==> src/verilog/mspdc_defines.vh <==
`ifndef MSPDC_DEFINES_VH
`define MSPDC_DEFINES_VH
// Register byte offsets
`define MSPDC_OFF_STRAP      8'h00
`define MSPDC_OFF_TEST       8'h04
`define MSPDC_OFF_AUX        8'h08
`define MSPDC_OFF_MISC       8'h0C
`define MSPDC_OFF_HOSTIO     8'h10
`define MSPDC_OFF_STATUS     8'h14
`define MSPDC_OFF_DRAMCMD    8'h18
`define MSPDC_OFF_DACDATA    8'h1C
// Strap field positions
`define MSPDC_STRAP_WSTYLE   17
`define MSPDC_STRAP_LOCAL    11
`define MSPDC_STRAP_CHAN     2
`define MSPDC_STRAP_WAKE     9
`define MSPDC_STRAP_ORG      16
`define MSPDC_STRAP_BLANK    18
`define MSPDC_STRAP_VCDIR    3
// Register field positions
`define MSPDC_TEST_MATRI     4
`define MSPDC_AUX_VC2        1
`define MSPDC_MISC_HPOL      6
`define MSPDC_MISC_VPOL      7
`define MSPDC_MISC_CS0       2
`define MSPDC_MISC_CS1       3
`define MSPDC_SENSE_BIT      4
// Reset values
`define MSPDC_TEST_RST       32'h00000000
`define MSPDC_AUX_RST        32'h00000000
`define MSPDC_MISC_RST       32'h00000000
// Misc output port and palette port window, I/O addresses
`define MSPDC_IO_MISC        16'h03C2
`define MSPDC_IO_PAL_LO      16'h03C6
`define MSPDC_IO_PAL_HI      16'h03C9
`define MSPDC_IO_PAL_GAP     16'h03C7
// Timing: reset hold in memory clocks, strobe width in aclk cycles
`define MSPDC_RESET_MCLKS    10
`define MSPDC_IO_PULSE       4'h4
`endif

==> src/verilog/mspdc_sync.v <==
`timescale 1ns/1ps
// Two-flop synchroniser, one per bit
module mspdc_sync #(
  parameter W = 1
) (
  input  wire         aclk,
  input  wire         aresetn,
  input  wire [W-1:0] d,
  output reg  [W-1:0] q
);
  reg [W-1:0] meta;
  always @(posedge aclk) begin
    if (!aresetn) begin
      meta <= {W{1'b0}};
      q    <= {W{1'b0}};
    end else begin
      meta <= d;
      q    <= meta;
    end
  end
endmodule // mspdc_sync

==> src/verilog/mspdc_top.v <==
// What this block does
// - Main row strobe for first megabyte; upper strobe only for second, two fitted.
// - Style strap 1: four byte write enables, one shared column strobe.
// - Style strap 0: four byte column strobes, single write enable for all bytes.
// - Test register bit 4 set tristates the nine DRAM address outputs.
// - Strap register keeps DRAM data lines sampled on the third edge after reset; undriven lines read one.
// - Strap bits 30 to 20 are ignored unless local bus mode selected.
// - Strap bit 11 selects expansion bus or local bus host operation.
// - Strap bit 2 selects expansion bus or channel bus host mode.
// - Strap bit 9 picks wake port 3C3h or 46E8h.
// - Strap bit 16 picks 64Kx16 or 256Kx4 DRAM organisation.
// - Strap 31:30 give I/O strobe timing, 29:28 and 27:26 memory timing.
// - Strap bit 18 turns the ROM select output into external blanking.
// - Palette converter uses a 3-bit address bus and 8-bit two-way data.
// - Palette read strobe low only during I/O reads of 3C6h, 3C8h, 3C9h.
// - Palette write strobe low during I/O writes of 3C6h through 3C9h.
// - Pixel clock taken from one of three video clocks by misc select bits while pins 1 and 2 are inputs.
// - Video clock pins 1 and 2 direction fixed together at reset by line 3.
// - Output pin 1 is a low pulse on 3C2h writes or misc bit 2.
// - Output pin 2 follows aux bit 1 or misc bit 2.
// - External video enable low tristates the eight pixel outputs.
// - External pixel clock enable low tristates the pixel clock output.
// - Sync polarities set independently by misc register bits.
// - Status register reads return the monitor sense level at bit 4.
`timescale 1ns/1ps
`include "mspdc_defines.vh"
module mspdc_top (
  input  wire        aclk,
  input  wire        aresetn,
  input  wire [31:0] s_axi_awaddr,
  input  wire        s_axi_awvalid,
  output reg         s_axi_awready,
  input  wire [31:0] s_axi_wdata,
  input  wire [3:0]  s_axi_wstrb,
  input  wire        s_axi_wvalid,
  output reg         s_axi_wready,
  output reg  [1:0]  s_axi_bresp,
  output reg         s_axi_bvalid,
  input  wire        s_axi_bready,
  input  wire [31:0] s_axi_araddr,
  input  wire        s_axi_arvalid,
  output reg         s_axi_arready,
  output reg  [31:0] s_axi_rdata,
  output reg  [1:0]  s_axi_rresp,
  output reg         s_axi_rvalid,
  input  wire        s_axi_rready,
  input  wire [31:0] dram_data_lines_i,
  input  wire        vid_clk_in_a,
  input  wire        vid_clk_pin_b_i,
  input  wire        vid_clk_pin_c_i,
  input  wire        ext_video_enable_n,
  input  wire        ext_pixclk_enable_n,
  input  wire        monitor_sense,
  input  wire [7:0]  pixel_in,
  input  wire        blank_in,
  input  wire        hsync_in,
  input  wire        vsync_in,
  input  wire [7:0]  dac_data_i,
  output reg         row_strobe_n,
  output reg         upper_meg_row_strobe_n,
  output reg  [3:0]  byte_strobe_n,
  output reg         shared_strobe_n,
  output reg         dram_oe_n,
  output reg  [8:0]  dram_addr_out,
  output reg         dram_addr_oe,
  output reg  [2:0]  dac_addr,
  output reg  [7:0]  dac_data_o,
  output reg         dac_data_oe,
  output reg         palette_read_strobe_n,
  output reg         palette_write_strobe_n,
  output reg  [7:0]  pixel_bus,
  output reg         pixel_bus_oe,
  output reg         blanking_out_n,
  output reg         pixclk_out,
  output reg         pixclk_oe,
  output reg         vid_clk_pin_b_o,
  output reg         vid_clk_pin_c_o,
  output reg         vid_clk_pins_oe,
  output reg         hsync_out,
  output reg         vsync_out,
  output reg         rom_select_out_n,
  output reg         host_local_bus,
  output reg         host_channel_bus,
  output reg         wake_port_alt,
  output reg         dram_org_x4,
  output reg  [1:0]  io_strobe_time,
  output reg  [1:0]  mem_high_time,
  output reg  [1:0]  mem_low_time
);
  // ==========================================================
  // Synchronisers for pins from outside the aclk domain
  // ==========================================================
  wire [31:0] md_s;
  wire [13:0] pin_s;
  wire [7:0]  dac_s;
  mspdc_sync #(.W(32)) u_sync_md (
    .aclk    (aclk),
    .aresetn (aresetn),
    .d       (dram_data_lines_i),
    .q       (md_s)
  );
  mspdc_sync #(.W(14)) u_sync_pin (
    .aclk    (aclk),
    .aresetn (aresetn),
    .d       ({vid_clk_in_a, vid_clk_pin_b_i, vid_clk_pin_c_i, ext_video_enable_n,
               ext_pixclk_enable_n, monitor_sense, blank_in, hsync_in, vsync_in,
               5'h00}),
    .q       (pin_s)
  );
  mspdc_sync #(.W(8)) u_sync_dac (
    .aclk    (aclk),
    .aresetn (aresetn),
    .d       (dac_data_i),
    .q       (dac_s)
  );
  wire vca_s   = pin_s[13];
  wire vcb_s   = pin_s[12];
  wire vcc_s   = pin_s[11];
  wire ext_video_enable_n_s = pin_s[10];
  wire expck_s = pin_s[9];
  wire sense_s = pin_s[8];
  wire blanking_out_s  = pin_s[7];
  wire hs_s    = pin_s[6];
  wire vs_s    = pin_s[5];

  // ==========================================================
  // Strap capture
  // ==========================================================
  // The line synchroniser is cleared by reset as well, so sampling runs on
  // for three edges after release, until the synchronised lines are real.
  // Board pull-ups make undriven lines 1.
  reg [31:0] strap_config;
  reg [1:0]  cap_cnt;
  always @(posedge aclk) begin
    if (!aresetn) begin
      cap_cnt      <= 2'h0;
      strap_config <= md_s;
    end else if (cap_cnt != 2'h3) begin
      cap_cnt      <= cap_cnt + 2'h1;
      strap_config <= md_s;
    end
  end
  wire local_mode = strap_config[`MSPDC_STRAP_LOCAL];
  wire [31:0] strap_eff = local_mode ? strap_config :
                          {strap_config[31], 11'h000, strap_config[19:0]};
  wire wstyle = strap_eff[`MSPDC_STRAP_WSTYLE];
  wire vc_out = strap_eff[`MSPDC_STRAP_VCDIR];

  // ==========================================================
  // Registers
  // ==========================================================
  reg [31:0] test_control_reg;
  reg [31:0] aux_control_reg;
  reg [31:0] misc_out_reg;
  reg [31:0] dram_cmd;
  reg [7:0]  dac_wr_data;
  reg        pulse_mode;

  // Write channel: address and data may come in either order
  reg        aw_held;
  reg        w_held;
  reg [7:0]  aw_addr;
  reg [31:0] w_data;
  reg [3:0]  w_strb;
  wire       aw_take = s_axi_awvalid && s_axi_awready;
  wire       w_take  = s_axi_wvalid && s_axi_wready;
  wire       aw_have = aw_held || aw_take;
  wire       w_have  = w_held || w_take;
  wire [7:0]  wa  = aw_held ? aw_addr : s_axi_awaddr[7:0];
  wire [31:0] wd  = w_held ? w_data : s_axi_wdata;
  wire [3:0]  ws  = w_held ? w_strb : s_axi_wstrb;
  wire        do_write = aw_have && w_have && !s_axi_bvalid;
  wire [31:0] wmask = {{8{ws[3]}}, {8{ws[2]}}, {8{ws[1]}}, {8{ws[0]}}};
  wire        wr_ok = (wa == `MSPDC_OFF_TEST) || (wa == `MSPDC_OFF_AUX) ||
                      (wa == `MSPDC_OFF_MISC) || (wa == `MSPDC_OFF_HOSTIO) ||
                      (wa == `MSPDC_OFF_DRAMCMD) || (wa == `MSPDC_OFF_DACDATA) ||
                      (wa == `MSPDC_OFF_STRAP) || (wa == `MSPDC_OFF_STATUS);
  // Host I/O request register: [15:0] port, [16] read, [17] write, [18] pulse mode
  wire        hio_wr = do_write && (wa == `MSPDC_OFF_HOSTIO) && ws[2];

  always @(posedge aclk) begin
    if (!aresetn) begin
      s_axi_awready    <= 1'b0;
      s_axi_wready     <= 1'b0;
      s_axi_bvalid     <= 1'b0;
      s_axi_bresp      <= 2'b00;
      aw_held          <= 1'b0;
      w_held           <= 1'b0;
      aw_addr          <= 8'h00;
      w_data           <= 32'h00000000;
      w_strb           <= 4'h0;
      test_control_reg <= `MSPDC_TEST_RST;
      aux_control_reg  <= `MSPDC_AUX_RST;
      misc_out_reg     <= `MSPDC_MISC_RST;
      dram_cmd         <= 32'h00000000;
      dac_wr_data      <= 8'h00;
      pulse_mode       <= 1'b0;
    end else begin
      s_axi_awready <= !aw_have && !s_axi_bvalid;
      s_axi_wready  <= !w_have && !s_axi_bvalid;
      if (aw_take) begin
        aw_held <= 1'b1;
        aw_addr <= s_axi_awaddr[7:0];
      end
      if (w_take) begin
        w_held <= 1'b1;
        w_data <= s_axi_wdata;
        w_strb <= s_axi_wstrb;
      end
      if (do_write) begin
        aw_held       <= 1'b0;
        w_held        <= 1'b0;
        s_axi_awready <= 1'b0;
        s_axi_wready  <= 1'b0;
        s_axi_bvalid  <= 1'b1;
        s_axi_bresp   <= wr_ok ? 2'b00 : 2'b10;
        case (wa)
          `MSPDC_OFF_TEST:
            test_control_reg <= (test_control_reg & ~wmask) | (wd & wmask);
          `MSPDC_OFF_AUX:
            aux_control_reg <= (aux_control_reg & ~wmask) | (wd & wmask);
          `MSPDC_OFF_MISC:
            misc_out_reg <= (misc_out_reg & ~wmask) | (wd & wmask);
          `MSPDC_OFF_DRAMCMD:
            dram_cmd <= (dram_cmd & ~wmask) | (wd & wmask);
          `MSPDC_OFF_DACDATA:
            if (ws[0])
              dac_wr_data <= wd[7:0];
          `MSPDC_OFF_HOSTIO:
            if (ws[2])
              pulse_mode <= wd[18];
          default: begin
          end
        endcase
      end
      if (s_axi_bvalid && s_axi_bready)
        s_axi_bvalid <= 1'b0;
    end
  end

  // ==========================================================
  // Host I/O cycle emulation toward the palette converter
  // ==========================================================
  reg [15:0] io_port;
  reg        io_rd;
  reg        io_wr;
  reg [3:0]  io_cnt;
  reg [7:0]  dac_rd_data;
  wire io_busy = (io_cnt != 4'h0);
  wire pal_rd_hit = (io_port == 16'h03C6) || (io_port == 16'h03C8) ||
                    (io_port == `MSPDC_IO_PAL_HI);
  wire pal_wr_hit = (io_port >= `MSPDC_IO_PAL_LO) && (io_port <= `MSPDC_IO_PAL_HI);
  always @(posedge aclk) begin
    if (!aresetn) begin
      io_port     <= 16'h0000;
      io_rd       <= 1'b0;
      io_wr       <= 1'b0;
      io_cnt      <= 4'h0;
      dac_rd_data <= 8'h00;
    end else if (hio_wr && !io_busy) begin
      io_port <= wd[15:0];
      io_rd   <= wd[16];
      io_wr   <= wd[17] && !wd[16];
      io_cnt  <= (wd[16] || wd[17]) ? `MSPDC_IO_PULSE : 4'h0;
    end else if (io_busy) begin
      io_cnt <= io_cnt - 4'h1;
      if (io_cnt == 4'h1) begin
        if (io_rd && pal_rd_hit)
          dac_rd_data <= dac_s;
        io_rd <= 1'b0;
        io_wr <= 1'b0;
      end
    end
  end

  // Read channel
  reg [31:0] rd_mux;
  always @* begin
    case (s_axi_araddr[7:0])
      `MSPDC_OFF_STRAP:   rd_mux = strap_config;
      `MSPDC_OFF_TEST:    rd_mux = test_control_reg;
      `MSPDC_OFF_AUX:     rd_mux = aux_control_reg;
      `MSPDC_OFF_MISC:    rd_mux = misc_out_reg;
      `MSPDC_OFF_HOSTIO:  rd_mux = {13'h0000, pulse_mode, io_wr, io_rd, io_port};
      `MSPDC_OFF_STATUS:  rd_mux = {15'h0000, io_busy, dac_rd_data, 3'h0,
                                    sense_s, 4'h0};
      `MSPDC_OFF_DRAMCMD: rd_mux = dram_cmd;
      `MSPDC_OFF_DACDATA: rd_mux = {24'h000000, dac_wr_data};
      default:            rd_mux = 32'h00000000;
    endcase
  end
  wire rd_ok = (s_axi_araddr[7:0] <= `MSPDC_OFF_DACDATA) && (s_axi_araddr[1:0] == 2'b00);
  always @(posedge aclk) begin
    if (!aresetn) begin
      s_axi_arready <= 1'b0;
      s_axi_rvalid  <= 1'b0;
      s_axi_rdata   <= 32'h00000000;
      s_axi_rresp   <= 2'b00;
    end else begin
      s_axi_arready <= !s_axi_rvalid && !s_axi_arready;
      if (s_axi_arvalid && s_axi_arready) begin
        s_axi_arready <= 1'b0;
        s_axi_rvalid  <= 1'b1;
        s_axi_rdata   <= rd_mux;
        s_axi_rresp   <= rd_ok ? 2'b00 : 2'b10;
      end else if (s_axi_rvalid && s_axi_rready) begin
        s_axi_rvalid <= 1'b0;
      end
    end
  end

  // ==========================================================
  // DRAM strobes; dram_cmd: [0] row, [1] col, [5:2] byte en, [6] write,
  // [7] upper meg, [8] two megs fitted, [9] oe, [24:16] address
  // ==========================================================
  wire       c_row = dram_cmd[0];
  wire       c_col = dram_cmd[1];
  wire [3:0] c_be  = dram_cmd[5:2];
  wire       c_wr  = dram_cmd[6];
  always @(posedge aclk) begin
    if (!aresetn) begin
      row_strobe_n           <= 1'b1;
      upper_meg_row_strobe_n <= 1'b1;
      byte_strobe_n          <= 4'hF;
      shared_strobe_n        <= 1'b1;
      dram_oe_n              <= 1'b1;
      dram_addr_out          <= 9'h000;
      dram_addr_oe           <= 1'b0;
    end else begin
      row_strobe_n           <= !(c_row && !dram_cmd[7]);
      upper_meg_row_strobe_n <= !(c_row && dram_cmd[7] && dram_cmd[8]);
      if (wstyle) begin
        byte_strobe_n   <= ~(c_be & {4{c_col && c_wr}});
        shared_strobe_n <= !c_col;
      end else begin
        byte_strobe_n   <= ~(c_be & {4{c_col}});
        shared_strobe_n <= !(c_col && c_wr);
      end
      dram_oe_n     <= !dram_cmd[9];
      dram_addr_out <= strap_eff[`MSPDC_STRAP_ORG] ? dram_cmd[24:16] :
                       {1'b0, dram_cmd[23:16]};
      dram_addr_oe  <= !test_control_reg[`MSPDC_TEST_MATRI];
    end
  end

  // ==========================================================
  // Palette converter pins and strap-decoded outputs
  // ==========================================================
  always @(posedge aclk) begin
    if (!aresetn) begin
      dac_addr               <= 3'h0;
      dac_data_o             <= 8'h00;
      dac_data_oe            <= 1'b0;
      palette_read_strobe_n  <= 1'b1;
      palette_write_strobe_n <= 1'b1;
      host_local_bus         <= 1'b0;
      host_channel_bus       <= 1'b0;
      wake_port_alt          <= 1'b0;
      dram_org_x4            <= 1'b0;
      io_strobe_time         <= 2'b00;
      mem_high_time          <= 2'b00;
      mem_low_time           <= 2'b00;
    end else begin
      dac_addr               <= io_port[2:0];
      dac_data_o             <= dac_wr_data;
      dac_data_oe            <= io_wr && pal_wr_hit;
      palette_read_strobe_n  <= !(io_rd && pal_rd_hit);
      palette_write_strobe_n <= !(io_wr && pal_wr_hit);
      host_local_bus         <= local_mode;
      host_channel_bus       <= strap_eff[`MSPDC_STRAP_CHAN];
      wake_port_alt          <= strap_eff[`MSPDC_STRAP_WAKE];
      dram_org_x4            <= strap_eff[`MSPDC_STRAP_ORG];
      io_strobe_time         <= {strap_eff[31], strap_eff[30]};
      mem_high_time          <= strap_eff[29:28];
      mem_low_time           <= strap_eff[27:26];
    end
  end

  // ==========================================================
  // Video clock select and pixel side
  // ==========================================================
  wire [1:0] csel = {misc_out_reg[`MSPDC_MISC_CS1], misc_out_reg[`MSPDC_MISC_CS0]};
  // With pins b and c driven out they are not clock sources; only input a remains
  reg  sel_clk;
  always @* begin
    case (csel)
      2'b00:   sel_clk = vca_s;
      2'b01:   sel_clk = vc_out ? vca_s : vcb_s;
      2'b10:   sel_clk = vc_out ? vca_s : vcc_s;
      default: sel_clk = vca_s;
    endcase
  end
  reg sel_clk_d;
  wire pix_rise = sel_clk && !sel_clk_d;
  wire misc_io_wr = io_wr && (io_port == `MSPDC_IO_MISC);
  always @(posedge aclk) begin
    if (!aresetn) begin
      sel_clk_d       <= 1'b0;
      pixclk_out      <= 1'b0;
      pixclk_oe       <= 1'b0;
      pixel_bus       <= 8'h00;
      pixel_bus_oe    <= 1'b0;
      blanking_out_n  <= 1'b1;
      rom_select_out_n <= 1'b1;
      vid_clk_pin_b_o <= 1'b1;
      vid_clk_pin_c_o <= 1'b0;
      vid_clk_pins_oe <= 1'b0;
      hsync_out       <= 1'b0;
      vsync_out       <= 1'b0;
    end else begin
      sel_clk_d  <= sel_clk;
      pixclk_out <= sel_clk;
      pixclk_oe  <= expck_s;
      if (pix_rise) begin
        pixel_bus      <= pixel_in;
        blanking_out_n <= !blanking_out_s;
      end
      pixel_bus_oe <= ext_video_enable_n_s;
      rom_select_out_n <= strap_eff[`MSPDC_STRAP_BLANK] ? blanking_out_n :
                          !io_rd;
      vid_clk_pins_oe <= vc_out;
      vid_clk_pin_b_o <= pulse_mode ? !misc_io_wr :
                         misc_out_reg[`MSPDC_MISC_CS0];
      vid_clk_pin_c_o <= pulse_mode ? aux_control_reg[`MSPDC_AUX_VC2] :
                         misc_out_reg[`MSPDC_MISC_CS0];
      hsync_out <= hs_s ^ misc_out_reg[`MSPDC_MISC_HPOL];
      vsync_out <= vs_s ^ misc_out_reg[`MSPDC_MISC_VPOL];
    end
  end
endmodule // mspdc_top

==> config.mk <==
export PLATFORM = sky130hd
export DESIGN_NAME = mspdc_top
export DESIGN_NICKNAME = d
export VERILOG_FILES = /design/src/verilog/mspdc_sync.v /design/src/verilog/mspdc_top.v
export VERILOG_INCLUDE_DIRS = /design/src /design/src/verilog
export SDC_FILE = /design/constraint.sdc
export NUM_CORES = 1
export LEC_CHECK = 0
export BUFFER_PORTS_ARGS = -buffer_cell sky130_fd_sc_hd__buf_2
export CORE_UTILIZATION = 35
export CTS_CLUSTER_SIZE = 10
export DETAILED_ROUTE_END_ITERATION = 10
export MAX_ROUTING_LAYER = met4
export SLEW_MARGIN = 20
export SYNTH_ARGS = -nofsm -noshare
export SYNTH_HDL_FRONTEND = slang
export SYNTH_SLANG_ARGS = --single-unit
==> constraint.sdc <==
create_clock -name aclk -period 2.44 [get_ports aclk]
set_input_delay 0.122 -clock aclk [delete_from_list [all_inputs] [get_ports aclk]]
set_output_delay 0.122 -clock aclk [all_outputs]
set_load 0.03 [all_outputs]
# Yosys cells after proc, flatten, opt, wreduce, memory -nomap -nowiden
# Index checks and enable logic that the tools add are counted.
word_totals:
  elab_cells: 212
  input_bits: 164
  reg_bits: 456
classes:
  addsub: 2
  n_lt_le_gt_ge: 3
  eq_ne: 23
  n_reduce_logical: 76
  muxes: 25
  n_bitwise: 18
op_table:
  columns: ["cell", "n"]
  rows:
  - ["$pmux 32 s8", 1]
  - ["$and 32x32->32", 5]
  - ["$or 32x32->32", 4]
  - ["$mux 32", 3]
  - ["$eq 16x10->1 const B", 4]
  - ["$eq 8x5->1 const B", 8]
  - ["$eq 8x4->1 const B", 4]
  - ["$not 32->32", 1]
  - ["$logic_and 1x1->1", 24]
  - ["$logic_not 1->1", 20]
  - ["$eq 8x3->1 const B", 2]
  - ["$ge 16x10->1 const B", 1]
  - ["$le 16x10->1 const B", 1]
  - ["$logic_not 8->1", 2]
  - ["$mux 4", 4]
  - ["$reduce_and 2->1", 7]
  - ["$logic_or 1x1->1", 12]
  - ["$mux 1", 12]
  - ["$and 4x4->4", 2]
  - ["$le 8x5->1 const B", 1]
  - ["$mux 8", 1]
  - ["$not 4->4", 2]
  - ["$reduce_and 3->1", 2]
  - ["$reduce_bool 2->1", 3]
  - ["16 further kinds", 21]

# Depth between registers and ports, before layout
# Gate-level depths: netlist (run 1).
logic_depth:
  depth_word: 10
  mapped_depth: 8
  depth_no_buf: 6

# Hierarchy
# A second synthesis (run 1) with hierarchy kept.
unflattened:
  hier_cells: 1618
  area_unflattened_um2: 17172.7
by_module_without_submodules:
  columns: ["mod", "n_inst", "area_per_inst_um2", "cells_per_inst"]
  rows:
  - ["mspdc_top", 1, 14148.6, 1393]
  - ["mspdc_sync at u_sync_md", 1, 1791.7, 134]
  - ["mspdc_sync at u_sync_pin", 1, 785.8, 58]
  - ["mspdc_sync at u_sync_dac", 1, 446.7, 33]

# Worst setup path before layout (run 1)
# No wires, ideal clock.
synth_timing:
  kind: "register -> register"
  from: "register io_cnt[0]"
  to: "register io_port[5]"
  setup_slack_ns: 0.419
  path_stages_with_launch: 9
  arrival_time_ns: 1.949
  cell_sequence: "dfxtp_1 > inv_1 > ha_1 > or3b_2 > nor2_1 > nor4b_1 > buf_4 > buf_6 > mux2i_1"
synth_between:
  elab_chain_len: 3
synth_rtl:
  columns: ["element", "line_no", "rtl"]
  rows:
  - ["start: declaration", "mspdc_top.v:247", "reg [3:0] io_cnt;"]
  - ["start signal: assignment", "mspdc_top.v:264", "io_cnt <= (wd[16] || wd[17]) ? `MSPDC_IO_PULSE : 4'h0;"]
  - ["start signal: assignment", "mspdc_top.v:266", "io_cnt <= io_cnt - 4'h1;"]
  - ["$reduce_bool 4->1", "mspdc_top.v:249", "wire io_busy = (io_cnt != 4'h0);"]
  - ["$logic_not 1->1", "mspdc_top.v:260", "end else if (hio_wr && !io_busy) begin"]
  - ["$logic_and 1x1->1", "mspdc_top.v:260", null]
  - ["end signal: assignment", "mspdc_top.v:261", "io_port <= wd[15:0];"]
  - ["end: declaration", "mspdc_top.v:244", "reg [15:0] io_port;"]
# No other way between the ends.
# A chain may end at the register's enable or synchronous reset.

# Worst setup path after layout (run 1)
layout_timing:
  from: "register io_cnt[0]"
  to: "register io_port[14]"
# The elaborated chain is that of the path after synthesis.

==> PnR_summary.wiki, run 1 <==
{| class="wikitable"
! Metric !! Value
|-
| Outcome || finished, final reports clean
|-
| Synthesized area || 16900 um^2
|-
| Most heavily used metal layer in global routing || met2
|-
| Type of element launching the critical path || register
|-
| M1 GR Usage || 0.270
|-
| Power density over the cells || 745 nW/um^2
|-
| Critical Path Sink Type || register
|-
| Sequential share of the synthesized area || 0.544
|-
| Clock insertion delay at the later pin of the skew report || 610 ps
|-
| Largest family of logic cells by synthesized area || simple AND/OR/NAND/NOR gates
|-
| Cell depth of the worst min-delay path || 4
|-
| Worst reg-to-reg path cell count || 7
|-
| Layout cell share with drive strength beyond 1 || 0.221
|-
| Initial antenna violation count || 7
|-
| Final setup viols || 0
|-
| Cell at the root of the clock tree || clkbuf_16
|-
| EDFF count, synth || 32
|-
| Vertical die dimension || 222 um
|-
| Die Footprint || 49200 um^2
|-
| Normalized max-slew margin || 0.381
|-
| Main synth FF type || dfxtp_1
|-
| Compound-gate portion of the synthesized area || 0.0690
|-
| Portion of netlist area occupied by mux cells || 0.173
|-
| Clock buffers created by TritonCTS || 51
|-
| Worst hold path startpoint || s_axi_awvalid
|-
| First-pass GRT wire length || 73300 um
|-
| Boundary pin count || 265
|-
| Synth Area in Adders || 0.00370
|-
| Pre-CTS setup slack || 272 ps
|-
| Setup Crit Path Kind || register to register
|-
| Starting density of the core || 0.354
|-
| Synthesized instance count || 1580
|-
| CTS tree || done
|-
| Total negative slack for setup checks || 0 ps
|-
| Maximum clock path buffer count || 3
|-
| Number of vias in the routed layout || 12622
|-
| RR Endpoint || io_port[14]
|-
| Die X || 222 um
|-
| Layout area overhead || 26.7%
|-
| Simple-gate share of the synthesized area || 0.175
|-
| H-tree levels || 2
|-
| Part of the cycle the worst path needs || 0.911
|-
| Vias in the first global route || 12649
|-
| Filler Cell Count || 4450
|-
| Leakage power of the design || 8.52 nW
|-
| Number of core rows || 80
|-
| Sequential cell area || 9210 um^2
|-
| Worst hold-check slack || 62.5 ps
|-
| Highest ir drop seen on vdd || 0.475 mV
|-
| Detail-routed net length per standard cell || 18.5 um
|-
| Distinct cell type count of the synthesized netlist || 67
|-
| Final number of hold-violating endpoints || 0
|-
| Post-CTS setup-driven buffer insertion count || 0
|-
| Post-layout nets || 2087
|-
| Clock Skews || 34.1 ps
|-
| Async set-reset flop share out of synthesis || 0
|-
| Post-detailed-placement half-perimeter wirelength || 33300 um
|-
| Via/cell ratio || 4.93
|-
| Final antenna-violating net count || 0
|-
| Area of the core || 47700 um^2
|-
| Placed inst area || 18900 um^2
|-
| Required time of the critical path || 2960 ps
|-
| Number of clock sinks seen by CTS || 444
|-
| Worst Setup Slack, final || 217 ps
|-
| Setup repair after global routing missed its margin || no
|-
| Avg Synthesized Cell Area || 10.7 um^2
|-
| Data arrival time of the critical path || 2740 ps
|-
| Max-cap violation count || 0
|-
| Total routing resource utilization after global routing || 0.197
|-
| Largest net degree at the start of global routing || 191
|-
| Clock-pin slew on the worst setup and hold paths || 60 ps
|-
| Reg2reg start || io_cnt[0]
|-
| Number of slew-limit violations in the final report || 0
|-
| GPL Wtd Cong || 0.866
|-
| DRT Pass-1 Iters || 5
|-
| Total DRC errors in the routed layout || 0
|-
| XOR/XNOR share of the synthesized area || 0.00207
|-
| Setup slack on the worst flop-to-flop path || 220 ps
|-
| Count of state elements after synthesis || 444
|-
| Max Fanout on Critical Path || 18
|-
| GR Util met2 || 0.290
|-
| Final instance area || 21400 um^2
|-
| Worst hold path class || input port to register
|-
| Area of the multi-input gates || 7190 um^2
|-
| Tightest Pin Transition || 902 ps
|-
| Wirelength, routed || 47500 um
|-
| Sum of overflow across all layers after global routing || 0
|-
| Shortest period the worst path allows || 2220 ps
|-
| Destination of the worst hold path || aw_addr[1]
|-
| Highest Clock Rate || 450 MHz
|-
| DR iter-0 viols || 888
|-
| I/O Buffers || 214
|-
| Global-route track usage on met3 || 0.0461
|-
| Yosys warnings || 0
|}
-- layout by cell type (no fill, tap or decap), types with 30 or more instances in the layout --
master,n
clkbuf_16,52
dfxtp_1,411
inv_1,30
mux2i_1,195
dlygate4sd3_1,109
nand2_1,330
edfxtp_1,32
buf_2,213
buf_4,53
a21oi_1,60
mux2_2,34
and2_1,108
-- critical path: stages (launching register included) --
cell	delay, ps
dfxtp_1	340
inv_1	90
ha_1	260
or3b_2	530
nor2_1	130
nor4b_2	340
buf_12	240
mux2i_1	190
-- worst max-delay path by stage --
stage	start	to	slack, ps	cells past startpoint
floorplan	io_cnt[0]	io_port[5]	420	8
global placement	io_cnt[0]	io_port[2]	350	7
detailed placement	io_cnt[0]	io_port[10]	270	7
global route	aw_held	io_port[3]	100	6
finish	io_cnt[0]	io_port[14]	220	7
CTS	io_cnt[0]	io_port[11]	250	7
-- layout make-up --
class | instances | share of cell area
Tap cell | 615 | 0.0359
Clock inverter | 4 | 0.00245
Inverter | 31 | 0.00543
Sequential cell | 444 | 0.430
Multi-Input combinational cell | 1009 | 0.335
Timing Repair Buffer | 381 | 0.125
Clock buffer | 71 | 0.0655
Antenna cell | 7 | 0.000818
-- cells in the mapped netlist, types with 18 or more instances --
library cell | count | area, um^2
nand2_1 | 330 | 1240
clkbuf_1 | 70 | 263
nor2_1 | 20 | 75.1
dfxtp_1 | 412 | 8250
nor3_1 | 18 | 90.1
mux2i_1 | 195 | 1950
a21oi_1 | 61 | 305
o21ai_0 | 25 | 125
and2_1 | 108 | 676
inv_1 | 30 | 113
edfxtp_1 | 32 | 961
mux2_2 | 34 | 383
mux4_2 | 25 | 563
-- power breakdown --
group	internal [mW]	leakage, nW	switching (mW)
clock	3.95	0.706	2.92
sequential	7.57	3.73	0.149
combinational	0.579	4.08	0.787
total	12.1	8.52	3.86
-- layer usage --
layer | wire length, um | share of wire
met3 | 2910 | 0.061
met1 | 23000 | 0.48
met4 | 1030 | 0.022
met5 | 0 | 0
met2 | 20500 | 0.43
-- kinds of logic (layout without fill, tap and decap cells) --
kind of cell / Yosys count / after routing
adder cells (fa/ha/maj): 5 / 5
AND/OR/NAND/NOR: 567 / 567
flip-flops: 444 / 444
AO/OA/AOI/OAI: 175 / 175
buffers and inverters: 128 / 487
XOR/XNOR: 4 / 4
other: 1 / 9
multiplexers: 256 / 256
-- timing repair --
item / in CTS / in global routing
hold buffers: 109 / 0
gates resized for setup: 0 / 0
endpoints found under the hold margin: 130 / 0
-- stage by stage --
| step | instances | utilization | total power, mW |
|---|---|---|---|
| after floorplan | 1581 | - | 8.61 |
| after global placement | 2371 | 0.395 | 9.06 |
| after detailed placement | 2371 | 0.395 | 9.09 |
| after CTS | 2555 | 0.448 | 16.1 |
| after global routing | 2562 | 0.449 | 16.6 |
| final | 2562 | 0.449 | 16.0 |
No activity file was read; power rests on OpenSTA's default activity.
==> run 2: changes to the inputs <==
--- a/config.mk
+++ b/config.mk
@@ -7,10 +7,11 @@
 export NUM_CORES = 1
 export LEC_CHECK = 0
 export BUFFER_PORTS_ARGS = -buffer_cell sky130_fd_sc_hd__buf_2
-export CORE_UTILIZATION = 35
+export CORE_UTILIZATION = 45
 export CTS_CLUSTER_SIZE = 10
 export DETAILED_ROUTE_END_ITERATION = 10
 export MAX_ROUTING_LAYER = met4
+export PLACE_DENSITY = 0.66
 export SLEW_MARGIN = 20
 export SYNTH_ARGS = -nofsm -noshare
 export SYNTH_HDL_FRONTEND = slang
==> PnR_summary.wiki, run 2 (same netlist as run 1, synthesis figures left out) <==
{| class="wikitable"
! Metric !! Value
|-
| Starting density of the core || 0.460 (+0.106)
|-
| Clock-pin slew on the worst setup and hold paths || 60 ps (about the same)
|-
| Cell internal power dissipation || 12.3 mW (+1.4%)
|-
| Most frequent standard cell in the layout excluding fill and tap cells || dfxtp_1
|-
| GPL Wtd Cong || 0.910 (+5.1%)
|-
| Sum of overflow across all layers after global routing || 0 (unchanged)
|-
| Number of core rows || 70 (-13%)
|-
| Placed inst area || 18700 um^2 (-1.1%)
|-
| Worst Setup Slack, final || 259 ps (+41.7 ps)
|-
| Data arrival time of the critical path || 2680 ps (-60 ps)
|-
| Placed cell count || 2222 (-6.3%)
|-
| Detail-routed net length per standard cell || 18.7 um (+0.70%)
|-
| Max Fanout on Critical Path || 18 (unchanged)
|-
| Final instance area || 21200 um^2 (-1.0%)
|-
| Highest ir drop seen on vdd || 0.562 mV (+18%)
|-
| Number of slew-limit violations in the final report || 0 (unchanged)
|-
| Part of the cycle the worst path needs || 0.894 (-0.0171)
|-
| Largest net degree at the start of global routing || 123 (-36%)
|-
| Die X || 196 um (-12%)
|-
| Clock insertion delay at the later pin of the skew report || 580 ps (-30 ps)
|-
| Total negative slack for setup checks || 0 ps (unchanged)
|-
| Sequential cell area || 9210 um^2 (unchanged)
|-
| Tightest Pin Transition || 891 ps (-10.8 ps)
|-
| Area of the core || 36800 um^2 (-23%)
|-
| Cell at the root of the clock tree || clkbuf_16
|-
| Leakage power of the design || 8.50 nW (-0.27%)
|-
| Post-layout nets || 2082 (-0.24%)
|-
| Wirelength, routed || 45000 um (-5.2%)
|-
| Via/cell ratio || 5.27 (+7.0%)
|-
| Layout area overhead || 25.4%
|-
| Number of clock sinks seen by CTS || 444 (unchanged)
|-
| Required time of the critical path || 2940 ps (-20 ps)
|-
| Cell depth of the worst min-delay path || 4 (unchanged)
|-
| CTS tree || done
|-
| Most frequent cells in the layout || dfxtp_1, nand2_1, buf_2
|-
| Total DRC errors in the routed layout || 0 (unchanged)
|-
| Final number of hold-violating endpoints || 0 (unchanged)
|-
| Post-CTS setup-driven buffer insertion count || 0 (unchanged)
|-
| Clock buffers created by TritonCTS || 51 (unchanged)
|-
| Normalized max-slew margin || 0.389 (+0.00741)
|-
| Vertical die dimension || 196 um (-12%)
|-
| Area of the multi-input gates || 7190 um^2 (about the same)
|-
| Layout cell share with drive strength beyond 1 || 0.220 (-0.00143)
|-
| Proportion of total power due to net switching || 0.232 (-0.00999)
|-
| Worst reg-to-reg path cell count || 7 (unchanged)
|-
| Shortest period the worst path allows || 2180 ps (-41.7 ps)
|-
| Highest Clock Rate || 458 MHz (+1.9%)
|-
| Number of vias in the routed layout || 12716 (+0.74%)
|-
| Net Sw Power || 3.70 mW (-4.1%)
|-
| Overall Power || 16.0 mW (about the same)
|-
| I/O Buffers || 214 (unchanged)
|-
| Pre-CTS setup slack || 289 ps (+17.3 ps)
|-
| Power density over the cells || 753 nW/um^2 (+1.0%)
|-
| Clock Skews || 7.89 ps (-26.2 ps)
|-
| DRT Pass-1 Iters || 5 (unchanged)
|-
| Final antenna-violating net count || 0 (unchanged)
|-
| Boundary pin count || 265 (unchanged)
|-
| Outcome || finished, final reports clean
|-
| Filler Cell Count || 3167 (-29%)
|-
| Vias in the first global route || 12388 (-2.1%)
|-
| Maximum clock path buffer count || 3 (unchanged)
|-
| Portion of total power attributed to the clock network || 0.432 (about the same)
|-
| Initial antenna violation count || 5 (-2)
|-
| Worst hold path class || input port to register
|-
| Total routing resource utilization after global routing || 0.242 (+0.0444)
|-
| Combinational cell fraction of total power || 0.084 (-0.002)
|-
| Setup Crit Path Kind || register to register
|-
| Critical Path Sink Type || register
|-
| Max-cap violation count || 0 (unchanged)
|-
| DR iter-0 viols || 823 (-7.3%)
|-
| Type of element launching the critical path || register
|-
| Register share of total power || 0.483 (about the same)
|-
| Die Footprint || 38400 um^2 (-22%)
|-
| Post-detailed-placement half-perimeter wirelength || 31100 um (-6.6%)
|-
| H-tree levels || 2 (unchanged)
|-
| Final setup viols || 0 (unchanged)
|-
| Setup repair after global routing missed its margin || no
|-
| First-pass GRT wire length || 69600 um (-5.0%)
|-
| Final non-filler cell total || 2412 (-5.9%)
|}
-- run 2: cell count changes in the layout (fill, tap and decap cells not counted), moves of 2 or more --
cell           change
diode_2            -2
clkbuf_1           +6
dlygate4sd3_1      -3
bufinv_16          +2
clkbuf_8           -2
-- run 2: worst max-delay path, stage by stage, from the launching register on --
cell and delay (ps):
dfxtp_1 330, inv_1 80, ha_1 250, or3b_2 530
nor2_1 110, nor4b_2 320, buf_12 240, mux2i_1 220
-- run 2: routing by layer --
layer / track usage / share of wire / vias up
met5: - / 0 / -
met4: 0.0561 / 0.016 / 0
met3: 0.0603 / 0.074 / 56
met2: 0.350 / 0.43 / 415
met1: 0.337 / 0.48 / 6120
li1: - / - / 6125
-- run 2: power groups by stage --
stage / Sequential, mW / Combinational (mW) / Clock (mW)
floorplan: 7.85 / 0.764 / 0
global placement: 7.86 / 1.18 / 0
detailed placement: 7.87 / 1.20 / 0
CTS: 7.71 / 1.34 / 7.06
global route: 7.73 / 1.46 / 7.37
finish: 7.72 / 1.35 / 6.90
-- run 2: timing repair --
| action | in CTS | in global routing |
|---|---|---|
| endpoints found under the hold margin | 108 | 0 |
| resized for setup | 0 | 0 |
| hold buffers | 106 | 0 |
-- run 2: path summary, 6_finish.rpt --
| kind | end | slack [ps] | startpoint |
|---|---|---|---|
| hold / removal | aw_addr[7] | 60 | s_axi_awvalid |
| setup reg to reg | io_port[7] | 260 | io_cnt[0] |
| hold reg to reg | strap_config[28] | 400 | u_sync_md.q[28] |
| setup / recovery | io_port[7] | 260 | io_cnt[0] |
-- run 2: cell type report --
class / count / area share
Antenna cell: 5 / 0.000590
Multi-Input combinational cell: 1009 / 0.339
Clock buffer: 75 / 0.0659
Tap cell: 468 / 0.0276
Clock inverter: 4 / 0.00401
Inverter: 31 / 0.00549
Timing Repair Buffer: 376 / 0.123
Sequential cell: 444 / 0.434
-- run 2: metrics by stage --
step / hold slack, ps / util
floorplan: 249 / -
global placement: 329 / 0.507
detailed placement: 331 / 0.507
CTS: 28.2 / 0.576
global route: 111 / 0.577
finish: 64.0 / 0.577
